### src/include/lss_pkg.sv
// lss_pkg: constants and carrier types for the lamp switch serial control port
// assumes a 100 MHz system clock; serial clock and frame select arrive as pins
package lss_pkg;
	localparam int WORD_W = 16;
	localparam int ADDR_W = 5;
	localparam int ADDR_MSB = 14;
	localparam int ADDR_LSB = 10;
	localparam int WD_BIT = 15;
	localparam int NCH = 4;
	localparam int SYS_CLK_MHZ = 100;
	// watchdog time in microseconds; arbitrary plain default
	localparam int WDOG_TIME_US = 1000;
	localparam int WDOG_CYC = WDOG_TIME_US * SYS_CLK_MHZ;
	// register addresses (decoded from the five-bit field)
	localparam logic [4:0] ADR_OUT_ON = 5'h01;
	localparam logic [4:0] ADR_DIR_DIS = 5'h02;
	localparam logic [4:0] ADR_SENSE = 5'h03;
	localparam logic [4:0] ADR_CFG = 5'h04;
	localparam logic [15:0] STATUS_RST = 16'h0000;
	localparam logic [3:0] OUT_ON_RST = 4'h0;
	localparam logic [3:0] DIR_DIS_RST = 4'h0;
	localparam logic [3:0] SENSE_RST = 4'h0;
	localparam logic CFG_RST = 1'b0;
	typedef enum logic [1:0] {MD_SLEEP, MD_NORMAL, MD_FAILSAFE} lss_mode_t;
	typedef struct packed {
		logic wd;
		logic [4:0] addr;
		logic [9:0] data;
	} lss_cmd_t;
	typedef struct packed {
		logic [3:0] on;
		logic [3:0] dir_dis;
		logic [3:0] sense_sel;
		logic vdd_fail_en;
	} lss_cfg_t;
endpackage

### src/rtl/lss_buf2.sv
// lss_buf2: two-entry buffer with valid and ready on both sides
// assumes both sides on the system clock
`timescale 1ns/100ps
module lss_buf2 #(
	parameter int W = 16
) (
	input wire logic i_clk_sys,
	input wire logic i_rst_n,
	input wire logic i_in_valid,
	output logic o_in_ready,
	input wire logic [W-1:0] i_in_data,
	output logic o_out_valid,
	input wire logic i_out_ready,
	output logic [W-1:0] o_out_data
);
	logic [W-1:0] mem_ff [2];
	logic wp_ff, rp_ff;
	logic [1:0] cnt_ff;
	logic push, pop;

	assign o_in_ready = (cnt_ff != 2'h2);
	assign o_out_valid = (cnt_ff != 2'h0);
	assign o_out_data = mem_ff[rp_ff];
	assign push = i_in_valid && o_in_ready;
	assign pop = o_out_valid && i_out_ready;

	always_ff @(posedge i_clk_sys or negedge i_rst_n) begin
		if (!i_rst_n) begin
			mem_ff[0] <= '0;
			mem_ff[1] <= '0;
		end else if (push) begin
			mem_ff[wp_ff] <= i_in_data;
		end
	end

	always_ff @(posedge i_clk_sys or negedge i_rst_n) begin
		if (!i_rst_n) begin
			wp_ff <= 1'b0;
			rp_ff <= 1'b0;
			cnt_ff <= 2'h0;
		end else begin
			if (push)
				wp_ff <= ~wp_ff;
			if (pop)
				rp_ff <= ~rp_ff;
			cnt_ff <= cnt_ff + {1'b0, push} - {1'b0, pop};
		end
	end
endmodule

### src/rtl/lss_spi_port.sv
// lss_spi_port: serial port, wake, watchdog and fail-safe output logic
// assumes serial pins and direct inputs are asynchronous to i_clk_sys;
// fault and supply-loss indications come from same-clock logic
`timescale 1ns/100ps
module lss_spi_port
	import lss_pkg::*;
#(
	parameter int WDOG_CYCLES = lss_pkg::WDOG_CYC
) (
	input wire logic i_clk_sys,
	input wire logic i_rst_n,
	input wire logic i_frame_select_n,
	input wire logic i_sclk,
	input wire logic i_serial_in,
	output logic o_serial_out,
	output logic o_serial_out_oe,
	input wire logic [3:0] i_direct_ctrl_lines,
	input wire logic i_wake,
	input wire logic i_reset_n_pin,
	input wire logic i_watchdog_enable_strap,
	input wire logic [3:0] i_fault_det,
	input wire logic i_vdd_fail,
	input wire logic [15:0] i_status_word_bits,
	output logic [3:0] o_power_outputs,
	output logic o_fault_flag_n_oe,
	output logic o_fault_flag_n,
	output logic [3:0] o_sense_sel,
	output logic o_sense_oe,
	output logic o_pwm_clk_src,
	output logic [1:0] o_mode,
	output logic o_cmd_valid,
	output logic [15:0] o_cmd_word,
	input wire logic i_cmd_ready
);
	// pin synchronisers: stage one feeds stage two only
	logic [8:0] s1_ff, s2_ff, s3_ff;
	logic cs_n, sck, sdi, rstp, wk;
	logic [3:0] din;
	lss_mode_t mode_ff;
	lss_cfg_t cfg_ff;
	logic [15:0] rx_ff, tx_ff;
	logic [4:0] bits_ff;
	logic wd_last_ff, wd_run_ff, wd_to_ff, strap_ff;
	logic [31:0] wd_cnt_ff;
	logic buf_in_valid, buf_in_ready, buf_out_valid;
	logic [15:0] buf_out_data;
	logic sck_rise, sck_fall, cs_fall, cs_rise, rst_rise, wake_up, fail;
	logic fault_ff, vfail_ff;
	logic take, wd_kick, wd_expired;
	lss_cmd_t cmd;

	always_ff @(posedge i_clk_sys or negedge i_rst_n) begin
		if (!i_rst_n) begin
			s1_ff <= 9'h001;
			s2_ff <= 9'h001;
			s3_ff <= 9'h001;
		end else begin
			s1_ff <= {i_direct_ctrl_lines, i_wake, i_reset_n_pin, i_serial_in, i_sclk,
				i_frame_select_n};
			s2_ff <= s1_ff;
			s3_ff <= s2_ff;
		end
	end

	assign cs_n = s2_ff[0];
	assign sck = s2_ff[1];
	assign sdi = s2_ff[2];
	assign rstp = s2_ff[3];
	assign wk = s2_ff[4];
	assign din = s2_ff[8:5];
	// edges compare stages two and three, never stage one
	assign sck_rise = sck && !s3_ff[1] && !cs_n;
	assign sck_fall = !sck && s3_ff[1] && !cs_n;
	assign cs_fall = !cs_n && s3_ff[0];
	assign cs_rise = cs_n && !s3_ff[0];
	assign rst_rise = rstp && !s3_ff[3];
	assign wake_up = rstp || wk || (|din);
	assign fail = (wd_to_ff && strap_ff) || vfail_ff || (i_vdd_fail && cfg_ff.vdd_fail_en);

	// strap caught after reset release, since it may not be sampled asynchronously
	always_ff @(posedge i_clk_sys or negedge i_rst_n) begin
		if (!i_rst_n)
			strap_ff <= 1'b1;
		else
			strap_ff <= i_watchdog_enable_strap;
	end

	// receive shift: msb first on falling serial clock
	always_ff @(posedge i_clk_sys or negedge i_rst_n) begin
		if (!i_rst_n)
			rx_ff <= '0;
		else if (sck_fall && !cs_fall)
			rx_ff <= {rx_ff[14:0], sdi};
	end

	// falling edges of the frame; stops at seventeen so a long frame stays marked bad
	always_ff @(posedge i_clk_sys or negedge i_rst_n) begin
		if (!i_rst_n)
			bits_ff <= '0;
		else if (cs_fall)
			bits_ff <= '0;
		else if (sck_fall && bits_ff != 5'h11)
			bits_ff <= bits_ff + 5'h01;
	end

	// transmit shift: status loaded at frame start, shifted on rising edges
	always_ff @(posedge i_clk_sys or negedge i_rst_n) begin
		if (!i_rst_n) begin
			tx_ff <= STATUS_RST;
		end else if (cs_fall) begin
			tx_ff <= i_status_word_bits;
		end else if (sck_rise && bits_ff != 5'h00) begin
			tx_ff <= {tx_ff[14:0], 1'b0};
		end
	end

	// only whole sixteen-bit frames are committed; short or long ones are dropped
	assign buf_in_valid = cs_rise && bits_ff == 5'h10;
	assign o_serial_out = tx_ff[15];
	assign o_serial_out_oe = !cs_n;

	lss_buf2 #(
		.W(WORD_W)
	) u_buf (
		.i_clk_sys(i_clk_sys),
		.i_rst_n(i_rst_n),
		.i_in_valid(buf_in_valid),
		.o_in_ready(buf_in_ready),
		.i_in_data(rx_ff),
		.o_out_valid(buf_out_valid),
		.i_out_ready(i_cmd_ready),
		.o_out_data(buf_out_data)
	);

	// a frame arriving with both entries full is lost
	logic unused_ready;
	assign unused_ready = buf_in_ready;
	// a word acts only once the observer takes it, so a stall delays the register update
	assign take = buf_out_valid && i_cmd_ready;
	assign cmd = lss_cmd_t'(buf_out_data);

	// configuration registers: address decode of committed words
	always_ff @(posedge i_clk_sys or negedge i_rst_n) begin
		if (!i_rst_n) begin
			cfg_ff <= '{OUT_ON_RST, DIR_DIS_RST, SENSE_RST, CFG_RST};
		end else if (!rstp || mode_ff != MD_NORMAL) begin
			cfg_ff <= '{OUT_ON_RST, DIR_DIS_RST, SENSE_RST, CFG_RST};
		end else if (take) begin
			case (buf_out_data[ADDR_MSB:ADDR_LSB])
				ADR_OUT_ON: cfg_ff.on <= buf_out_data[3:0];
				ADR_DIR_DIS: cfg_ff.dir_dis <= buf_out_data[3:0];
				ADR_SENSE: cfg_ff.sense_sel <= buf_out_data[3:0];
				ADR_CFG: cfg_ff.vdd_fail_en <= buf_out_data[0];
				default: ;
			endcase
		end
	end

	// command words wait in the buffer while the observer stalls
	assign o_cmd_valid = buf_out_valid;
	assign o_cmd_word = buf_out_data;

	// watchdog run flag: started by a reset pin rise, only with the strap high
	always_ff @(posedge i_clk_sys or negedge i_rst_n) begin
		if (!i_rst_n)
			wd_run_ff <= 1'b0;
		else if (!rstp)
			wd_run_ff <= 1'b0;
		else if (rst_rise)
			wd_run_ff <= strap_ff;
	end

	// a kick is a change of bit fifteen in a taken word
	assign wd_kick = wd_run_ff && !rst_rise && take && cmd.wd != wd_last_ff;
	assign wd_expired = wd_cnt_ff >= 32'(WDOG_CYCLES - 1);

	always_ff @(posedge i_clk_sys or negedge i_rst_n) begin
		if (!i_rst_n)
			wd_last_ff <= 1'b0;
		else if (!rstp)
			wd_last_ff <= 1'b0;
		else if (wd_kick)
			wd_last_ff <= cmd.wd;
	end

	// counter holds at its end value until a kick, so the timeout stays set
	always_ff @(posedge i_clk_sys or negedge i_rst_n) begin
		if (!i_rst_n)
			wd_cnt_ff <= '0;
		else if (!rstp || rst_rise || wd_kick)
			wd_cnt_ff <= '0;
		else if (wd_run_ff && !wd_expired)
			wd_cnt_ff <= wd_cnt_ff + 32'h1;
	end

	// a kick writing one ends a timeout; it beats expiry since it came in time
	always_ff @(posedge i_clk_sys or negedge i_rst_n) begin
		if (!i_rst_n)
			wd_to_ff <= 1'b0;
		else if (!rstp)
			wd_to_ff <= 1'b0;
		else if (wd_kick)
			wd_to_ff <= wd_to_ff && !cmd.wd;
		else if (wd_run_ff && !rst_rise && wd_expired)
			wd_to_ff <= 1'b1;
	end

	// supply loss latches fail-safe, since fail-safe clears the enable that armed it
	always_ff @(posedge i_clk_sys or negedge i_rst_n) begin
		if (!i_rst_n)
			vfail_ff <= 1'b0;
		else if (i_vdd_fail && cfg_ff.vdd_fail_en)
			vfail_ff <= 1'b1;
		else if (!i_vdd_fail)
			vfail_ff <= 1'b0;
	end

	// mode selection
	always_ff @(posedge i_clk_sys or negedge i_rst_n) begin
		if (!i_rst_n)
			mode_ff <= MD_SLEEP;
		else if (!wake_up)
			mode_ff <= MD_SLEEP;
		else if (fail)
			mode_ff <= MD_FAILSAFE;
		else
			mode_ff <= MD_NORMAL;
	end

	// output drive per channel
	genvar g;
	generate
		for (g = 0; g < NCH; g++) begin : g_ch
			always_ff @(posedge i_clk_sys or negedge i_rst_n) begin
				if (!i_rst_n) begin
					o_power_outputs[g] <= 1'b0;
				end else begin
					case (mode_ff)
						MD_SLEEP: o_power_outputs[g] <= 1'b0;
						MD_FAILSAFE: o_power_outputs[g] <= din[g] && !i_fault_det[g];
						MD_NORMAL: o_power_outputs[g] <= ((din[g] && !cfg_ff.dir_dis[g]) ||
							cfg_ff.on[g]) && !i_fault_det[g];
						default: o_power_outputs[g] <= 1'b0;
					endcase
				end
			end
		end
	endgenerate

	always_ff @(posedge i_clk_sys or negedge i_rst_n) begin
		if (!i_rst_n)
			fault_ff <= 1'b0;
		else
			fault_ff <= (|i_fault_det) && mode_ff != MD_SLEEP;
	end

	// open drain: only ever drive low
	assign o_fault_flag_n = 1'b0;
	assign o_fault_flag_n_oe = fault_ff;
	assign o_sense_sel = cfg_ff.sense_sel;
	assign o_sense_oe = |cfg_ff.sense_sel;
	assign o_pwm_clk_src = din[0];
	assign o_mode = mode_ff;
endmodule
### config.mk
export PLATFORM = sky130hd
export DESIGN_NAME = lss_spi_port
export DESIGN_NICKNAME = d
export VERILOG_FILES = /design/src/include/lss_pkg.sv /design/src/rtl/lss_buf2.sv /design/src/rtl/lss_spi_port.sv
export SDC_FILE = /design/constraint.sdc
export NUM_CORES = 1
export LEC_CHECK = 0
export ABC_CLOCK_PERIOD_IN_PS = 2500
export BUFFER_PORTS_ARGS = -buffer_cell sky130_fd_sc_hd__buf_2
export CAP_MARGIN = 30
export CORE_ASPECT_RATIO = 0.5
export CORE_UTILIZATION = 54
export DETAILED_ROUTE_END_ITERATION = 8
export PLACE_DENSITY_LB_ADDON = 0.12
export SYNTH_ARGS = -nofsm -noshare
export SYNTH_HDL_FRONTEND = slang
export SYNTH_SLANG_ARGS = --single-unit
### constraint.sdc
create_clock -name i_clk_sys -period 2.5 [get_ports i_clk_sys]
set_input_delay 0.75 -clock i_clk_sys [delete_from_list [all_inputs] [get_ports i_clk_sys]]
set_output_delay 0.75 -clock i_clk_sys [all_outputs]
set_load 0.1 [all_outputs]
== Word level (Yosys, flattened, before mapping) ==
Cells that the tools add are included.
Word-level totals
  bits in registers: 152
  output and inout port bits: 33
  logic and storage cells: 169
  input bits: 34
Cells by class
  magnitude comparators: 4
  bitwise gates (word level): 4
  eq/ne operators: 15
  multiplexer cells: 33
  add/sub/neg operators: 4
  reduce and logical (&&, ||, !) cells: 82
Operators with widths (number)
  16-bit two-way mux: 6
  32-bit two-way mux: 2
  1-bit logical AND: 35
  32-bit by 1-bit adder with 32-bit output, second input constant: 1
  32-bit bitwise mux: 1
  32-bit by 17-bit >= comparator with 1-bit output, second input constant: 1
  13-bit two-way mux: 2
  2-bit nonzero test: 10
  1-bit zero test: 18
  16-bit demux with 1-bit select: 1
  4-bit two-way mux: 3
  4-bit OR reduction: 3
  1-bit logical OR: 11
  5-bit by 2-bit == test with 1-bit output, second input constant: 2
  1-bit two-way mux: 10
  5-bit two-way mux: 2
  2-bit by 1-bit != test with 1-bit output, second input constant: 4
  1-bit one-hot mux with 2 select lines: 4
  2-bit AND reduction: 4
  5-bit by 1-bit adder with 5-bit output, second input constant: 1
  5-bit by 1-bit == test with 1-bit output, second input constant: 1
  5-bit by 3-bit == test with 1-bit output, second input constant: 1
  5-bit == test, second input constant: 1
  5-bit != test, second input constant: 1
  13 further kinds: 17

== Depth between registers and ports, before layout ==
Gate-level depths: netlist of run 1.
  depth after elaboration: 8
  depth in mapped cells: 8
  depth with buffers taken out: 7

== By module ==
Synthesis of run 1 repeated with hierarchy kept, for this count alone.
Unflattened totals
  cells, all modules: 520
  area total of the unflattened synthesis: 6552.5 sq um
By module, submodules not included
  lss_spi_port: seq. area each 2882.8 sq um, cells an instance 412, times used 1, area an instance 4869.7 sq um
  lss_buf2: seq. area each 900.9 sq um, cells an instance 108, times used 1, area an instance 1682.9 sq um

== Worst setup path after synthesis of run 1 ==
No wires, ideal clock.
  path type: register -> register
  start point: register u_buf.rp_ff
  end point: register cfg_ff (netlist bit o_sense_sel[0])
  setup time: 0.132 ns
  slack: 0.163 ns
  cell stages (with the launch flop): 8
  arrival time: 2.205 ns
  data required time: 2.368 ns
  path through: dfrtp_1 > buf_2 > mux2i_1 > inv_1 > o2111ai_1 > nor2_2 > mux2i_1 > nor2_1
On the way
  cells in the longest elaborated chain, start to end: 7
  elaborated cells between the ends (all ways): 10
  classes of those cells: eq/ne (1); mux (6); bitwise (1); reduce/logical (2)
RTL lines
  start, declared: RTL line lss_buf2.sv:17  | logic wp_ff, rp_ff;
  start signal, assigned: RTL line lss_buf2.sv:45  | rp_ff <= ~rp_ff;
  1-bit NOT with 2-bit output (implied by the code): RTL line lss_buf2.sv:23  | assign o_out_data = mem_ff[rp_ff];
  16-bit two-way mux (implied by the code) (3 in a row): RTL line lss_buf2.sv:23
  named net o_cmd_word[11]: RTL line lss_spi_port.sv:32  | output logic [15:0] o_cmd_word,
  5-bit by 2-bit == test with 1-bit output: RTL line lss_spi_port.sv:149  | case (buf_out_data[ADDR_MSB:ADDR_LSB])
  2-bit nonzero test (no source line)
  2-bit AND reduction (no source line)
  end signal, assigned: RTL line lss_spi_port.sv:145  | cfg_ff <= '{OUT_ON_RST, DIR_DIS_RST, SENSE_RST, CFG_RST};
  end signal, assigned: RTL line lss_spi_port.sv:147  | cfg_ff <= '{OUT_ON_RST, DIR_DIS_RST, SENSE_RST, CFG_RST};
  end, declared: RTL line lss_spi_port.sv:40  | lss_cfg_t cfg_ff;
The timed path passes the listed nets, and every way through them passes these cells. The select of a mux whose other input is x is not followed.
A chain may end at the register's enable or synchronous reset.

== Final worst setup path of run 1 ==
  start point: register u_buf.rp_ff
  end point: output o_cmd_word[12]
On the way
  cells in the longest elaborated chain, start to end: 4
RTL lines (RTL line)
  1-bit NOT with 2-bit output (implied by the code): lss_buf2.sv:23
  16-bit two-way mux (implied by the code) (3 in a row): lss_buf2.sv:23
  end, declared: lss_spi_port.sv:32
No other way between the ends. The select of a mux whose other input is x is not followed.

==> results.txt, run 1 <==
----------------------------------------------------
[Logic synthesis]
  Ys Warns ... 0
  Flip-flop cell with the highest count after synthesis ... sky130_fd_sc_hd__dfrtp_1
  Flops & latches, synth ... 151
  Share of the synthesized area in the top cell type ... 57.3%
  Part of the Yosys area used for sequential elements ... 58.9%
  Count of mapped cells out of synthesis ... 524
  Cell taking the most area after synthesis ... sky130_fd_sc_hd__dfrtp_1
  Largest cells by area after synthesis ... sky130_fd_sc_hd__dfrtp_1 57%, sky130_fd_sc_hd__mux2_2 9.6%, sky130_fd_sc_hd__mux2i_1 4.4%
  Count of distinct cell types in the synthesized netlist ... 56
  EDFF count, synth ... 0
  Mapped Nets ... 566
  Cell area after technology mapping ... 6420 um2
  Fraction of registers with async set or reset after synthesis ... 100%
  Syn_area_per_cell ... 12.3 um2

[Clock network]
  TritonCTS Sinks ... 151
  Clock tree from TritonCTS ... built
  Number of levels the H-tree was split into ... 4
  Number of buffers added to fix hold violations after cts ... 0
  Number of CTS-inserted buffers ... 17
  Clock latency on the worst-skew pair ... 0.41 ns
  Buffer depth of the longest clock path ... 2
  Clock Tree Root ... sky130_fd_sc_hd__clkbuf_16
  Number of post-CTS setup repair buffers ... 0
  Clock transition time at the flip-flop clock pins of the worst setup and hold paths ... 0.06 ns

[Power and ir drop]
  Power per unit of standard cell area ... 764 nW/um2
  Worst ir drop on vdd ... 389 uV
  Power after layout ... 5950 uW
  Total leakage power ... 0.00359 uW

[Routing]
  Initial DRC Count ... 191
  Vias after detailed routing ... 4131
  Vias per inst ... 5.36
  Number of DRC violations after detailed routing ... 0
  Number of nets with antenna violations after detailed routing ... 0
  Average detailed-routed wire length per instance ... 15.7 um
  Wire length after detailed routing ... 12100 um
  Drt pass-1 iters ... 4

[Setup path]
  Critical path type ... flip-flop to output port
  Chain of cells forming the critical path ... buf_4 -> mux2i_1 -> inv_1 -> buf_12
  Top delay family on crit path ... buffers and inverters
  Worst reg2reg setup slack ... 0.15 ns
  Arrival time of data at the critical path endpoint ... 1.67 ns
  Max Fanout on Critical Path ... 5
  Endpoint class of the critical path ... output port
  Slowest stage delay, CP ... 0.45 ns
  Worst Path Required ... 1.75 ns
  Critical path startpoint category ... flip-flop
  Buffers plus inverters on the worst setup path ... 3
  Critical-path cell with the highest stage delay ... sky130_fd_sc_hd__dfrtp_2

[GRT]
  First-pass GRT wire length ... 20700 um
  Initial antenna violation count ... 0
  Via count of the first global-routing pass ... 4152
  Pin count of the biggest net entering global routing ... 55
  Total overflow reported by the global router ... 0
  Aggregate global-route resource usage ... 21.9%

[Final layout]
  Top library cells by usage in the layout, fill and taps aside ... 146 x sky130_fd_sc_hd__dfrtp_1, 55 x sky130_fd_sc_hd__mux2_2, 49 x sky130_fd_sc_hd__buf_2, 39 x sky130_fd_sc_hd__nand2_1
  Number of diodes added for antenna fixing ... 0
  Final layout net count ... 640
  Synthesis-to-layout area growth ... 21.3%
  Commonest non-fill, non-tap cell in the layout ... sky130_fd_sc_hd__dfrtp_1
  Share of cells above drive strength 1 ... 30.3%
  FILL cells ... 867

[Place]
  Number of input and output port buffers inserted ... 65
  Sum of net half-perimeters after detailed placement ... 7970 um
  Placer congestion estimate ... 0.818

[Floorplan]
  Die extent in y ... 79.1 um
  Top-level port count ... 67
  Floorplan row count ... 27
  Initial cell density of the core ... 56.9%
  Die Wd ... 156 um
  Placeable Area ... 11300 um2
  Overall die area ... 12400 um2

[Status]
  Outcome ... finished, final reports clean

[STA]
  Endpoints failing hold ... 0
  Max-slew headroom ... 38.9%
  Transition at the pin with the smallest max-transition slack ... 0.912 ns
  RSZ-0062 raised after global routing ... false
  Max-slew violation count ... 0
  Final setup violating endpoints ... 0
  Worst clock skew ... 0.0117 ns
  Final critical delay including setup and external delays ... 2.42 ns
  Max Freq ... 414 MHz
  Crit share post-route ... 96.7%
  Total Neg Setup Slack ... 0 ns

[Flow run]
  Total of max-cap violations ... 0

[Worst hold path]
  Min-delay worst type ... input pin to async pin

----------------------------------------------------
-- path summary, 6_finish.rpt --
path,cells past startpoint,to,start
worst max-delay path,4,o_cmd_word[12],u_buf.rp_ff
worst min-delay path,1,wd_cnt_ff[25],i_rst_n
worst max register to register,6,wd_cnt_ff[14],wd_cnt_ff[0]
worst min register to register,0,s2_ff[3],s1_ff[3]
max in group asynchronous,2,u_buf.mem_ff[1],i_rst_n
min in group i_clk_sys,0,s2_ff[3],s1_ff[3]
-- power breakdown --
group          leakage [uW]  internal, uW  switching [uW]
clock              0.000295          1650             991
sequential          0.00200          2570             111
combinational       0.00129           234             394
-- cell usage after synthesis (all sizes together), types with 7 or more instances --
cell type,instances
inv,16
a21oi,22
mux2,60
buf,17
o21ai,30
nand2,40
clkbuf,7
dfrtp,147
nor3,12
and2,15
nand3,10
or3,9
nor2,30
ha,8
mux2i,29
-- registers in the layout, indices dropped and copies added, names as in the netlist, 5 cells and up --
name	flops
bits_ff	5
cfg_ff	9
rx_ff	16
s1_ff	9
s2_ff	9
tx_ff	16
u_buf.mem_ff	32
wd_cnt_ff	32
-- logic make-up (layout without fill, tap and decap cells) --
group                      Yosys count  in the layout  synth area share, %
adders and majority gates            8              8                 1.56
AOI/OAI and AO/OA                   76             76                 7.29
other                                1              1               0.0584
buffers and inverters               40            127                 2.96
muxes                               89             89                 15.2
and+or+nand+nor                    149            149                 12.6
xor gates and xnor gates            10             10                 1.36
DFF                                151            151                 58.9
-- per-stage QoR --
step	instances	cell area, um2	setup WS (ns)	util, %	hold slack (ns)
floorplan	524	6420	0.163	-	0.331
global placement	738	7170	0.297	63.5	0.332
detailed placement	738	7170	0.195	63.5	0.337
CTS	770	7780	0.0304	69.0	0.299
global route	770	7790	0.0106	69.0	0.323
finish	770	7790	0.0821	69.0	0.278
-- metal layers --
layer	track usage, %	wire length, um
met2	35.2	5710
met1	29.7	5870
met4	7.06	104
met5	0	0
met3	5.02	372
-- worst reg2reg max path, stage by stage (launching register included) --
cell and delay (ns):
sky130_fd_sc_hd__dfrtp_1 0.42, sky130_fd_sc_hd__ha_1 0.26, sky130_fd_sc_hd__and4_1 0.24, sky130_fd_sc_hd__nor3_2 0.26, sky130_fd_sc_hd__o2111ai_4 0.33, sky130_fd_sc_hd__or4_1 0.60, sky130_fd_sc_hd__a21oi_1 0.16
-- final cells by class --
cell class | instances | area (um2) | share of cell area, %
Clock buffer | 21 | 470 | 6.04
Clock inverter | 11 | 145 | 1.86
Inverter | 16 | 60.1 | 0.771
Multi-Input combinational cell | 333 | 2450 | 31.5
Sequential cell | 151 | 3780 | 48.6
Tap cell | 159 | 199 | 2.55
Timing Repair Buffer | 79 | 678 | 8.71
-- what timing repair did --
action / 4_1_cts / 5_1_grt
resized for setup: 1 / 1
gates cloned: 0 / 0
setup endpoints to repair: 6 / 1
No activity file was read; power rests on OpenSTA's default activity.
==> run 2: changes to the inputs <==
Settings changed: CAP_MARGIN 30 to 10, CTS_CLUSTER_DIAMETER set to 40, SETUP_SLACK_MARGIN set to 0.2.
==> results.txt, run 2 (synthesized netlist as in run 1, its figures left out) <==
----------------------------------------------------
[Floorplan]
  Floorplan row count ... 27 (unchanged)
  Placeable Area ... 11300 um2 (unchanged)
  Initial cell density of the core ... 56.9% (unchanged)
  Die Wd ... 156 um (unchanged)
  Overall die area ... 12400 um2 (unchanged)
  Top-level port count ... 67 (unchanged)
  Die extent in y ... 79.1 um (unchanged)

[Final layout]
  Regs by FF count ... u_buf.mem_ff (32), wd_cnt_ff (32)
  Number of diodes added for antenna fixing ... 0 (unchanged)
  Area of combinational cells with multiple inputs ... 2510 um2 (+2.5%)
  Final layout net count ... 650 (+1.6%)
  Top library cells by usage in the layout, fill and taps aside ... 146 x sky130_fd_sc_hd__dfrtp_1, 51 x sky130_fd_sc_hd__mux2_2, 47 x sky130_fd_sc_hd__buf_2, 39 x sky130_fd_sc_hd__nand2_1, 28 x sky130_fd_sc_hd__nor2_1
  Non-filler instance count after layout ... 780 (+1.3%)
  Synthesis-to-layout area growth ... 23.4%
  Share of cells above drive strength 1 ... 32.5% (+2.2 points)
  Commonest non-fill, non-tap cell in the layout ... sky130_fd_sc_hd__dfrtp_1
  Storage cell area ... 3780 um2 (unchanged)
  FILL cells ... 827 (-4.6%)

[Place]
  Number of input and output port buffers inserted ... 65 (unchanged)
  Total placed cells including tap cells ... 735 (-0.41%)
  Sum of net half-perimeters after detailed placement ... 7600 um (-4.6%)
  Placer congestion estimate ... 0.786 (-3.9%)

[Power and ir drop]
  Power per unit of standard cell area ... 742 nW/um2 (-2.9%)
  Worst ir drop on vdd ... 381 uV (-2.2%)
  Total leakage power ... 0.00362 uW (+0.83%)

[Setup path]
  Slowest stage delay, CP ... 0.45 ns (about the same)
  Max Fanout on Critical Path ... 5 (unchanged)
  Critical path type ... flip-flop to output port
  Critical path startpoint category ... flip-flop
  Critical-path cell with the highest stage delay ... sky130_fd_sc_hd__dfrtp_2
  Worst Path Required ... 1.75 ns (about the same)
  Endpoint class of the critical path ... output port
  Worst reg2reg setup slack ... 0.32 ns (+0.17 ns)
  Chain of cells forming the critical path ... mux2i_2 -> clkinvlp_4 -> buf_4
  Arrival time of data at the critical path endpoint ... 1.60 ns (-0.07 ns)

[Routing]
  Number of DRC violations after detailed routing ... 0 (unchanged)
  Number of nets with antenna violations after detailed routing ... 0 (unchanged)
  Vias per inst ... 5.29 (-1.4%)
  Vias after detailed routing ... 4127 (-0.097%)
  Wire length after detailed routing ... 12000 um (-0.59%)
  Average detailed-routed wire length per instance ... 15.4 um (-1.9%)
  Drt pass-1 iters ... 4 (unchanged)
  Initial DRC Count ... 203 (+6.3%)

[STA]
  Worst clock skew ... 0.00712 ns (-0.00456 ns)
  RSZ-0062 raised after global routing ... true
  Total Neg Setup Slack ... 0 ns (unchanged)
  Max-slew violation count ... 0 (unchanged)
  Final critical delay including setup and external delays ... 2.35 ns (-0.0631 ns)
  Max Freq ... 425 MHz (+2.7%)
  Endpoints failing hold ... 0 (unchanged)
  Max-slew headroom ... 45.9% (+7.0 points)
  Transition at the pin with the smallest max-transition slack ... 0.807 ns (-0.105 ns)
  Crit share post-route ... 94.2% (-2.5 points)
  Final setup violating endpoints ... 0 (unchanged)
  Worst hold slack after final layout ... 0.251 ns (-0.0272 ns)

[GRT]
  Pin count of the biggest net entering global routing ... 42 (-24%)
  Total overflow reported by the global router ... 0 (unchanged)
  Via count of the first global-routing pass ... 4121 (-0.75%)
  Aggregate global-route resource usage ... 21.6% (-0.31 points)
  Initial antenna violation count ... 0 (unchanged)
  First-pass GRT wire length ... 20100 um (-2.5%)

[Flow run]
  Total of max-cap violations ... 0 (unchanged)

[Clock network]
  Clock latency on the worst-skew pair ... 0.42 ns (about the same)
  Clock tree from TritonCTS ... built
  TritonCTS Sinks ... 151 (unchanged)
  Clock transition time at the flip-flop clock pins of the worst setup and hold paths ... 0.06 ns (about the same)
  Clock Tree Root ... sky130_fd_sc_hd__clkbuf_16
  Number of levels the H-tree was split into ... 4 (unchanged)
  Buffer depth of the longest clock path ... 2 (unchanged)
  Number of CTS-inserted buffers ... 17 (unchanged)

[Worst hold path]
  Min-delay worst type ... input pin to async pin

[Status]
  Outcome ... finished, final reports clean

----------------------------------------------------
[run 2: cell type report]
type                       instances  area share [%]
tap                              159            2.51
sequential                       151            47.8
multi-input combinational        334            31.7
clock buffer                      21            5.81
timing repair buffer              88            9.88
inverter                          16           0.805
clock inverter                    11            1.56
[run 2: timing repair]
item	CTS	global route
buffers inserted	9	3
hold buffers	0	0
endpoints found under the setup margin	17	28
pin swaps	1	2
cloned	0	1
gates resized for setup	22	4
[run 2: final timing paths]
kind | end | start | cells after the start
worst max-delay path | o_cmd_word[11] | u_buf.rp_ff | 3
worst min-delay path | wd_cnt_ff[27] | i_rst_n | 1
worst max register to register | wd_cnt_ff[14] | wd_cnt_ff[0] | 6
worst min register to register | s2_ff[7] | s1_ff[7] | 0
max in group asynchronous | s1_ff[0] | i_rst_n | 2
min in group i_clk_sys | s2_ff[7] | s1_ff[7] | 0
[run 2: layer usage]
metal	global-route usage (%)	vias to the layer above	part of all wire, %
met5	0	-	0
met4	7.06	0	1.1
met3	6.50	12	4.1
met2	35.6	67	48
met1	27.6	2030	46
li1	-	2018	-
[run 2: power by group]
group | internal, uW | total [uW] | switching, uW
logic | 265 | 673 | 408
registers | 2570 | 2680 | 111
clock network | 1520 | 2530 | 1010
[run 2: critical path, delay by kind of cell (launching register included)]
| family | cells | cell delay [ns] |
|---|---|---|
| flops | 1 | 0.45 |
| buf+inv | 2 | 0.41 |
| mux | 1 | 0.33 |
[run 2: through the flow]
stage	total power, uW	instance area, um2	setup slack, ns	util, %
floorplan	3140	6420	0.343	-
global placement	3330	7150	0.301	63.3
detailed placement	3340	7150	0.207	63.3
CTS	5940	7870	0.138	69.8
finish	5880	7930	0.145	70.2
global route	6110	7930	0.0890	70.2
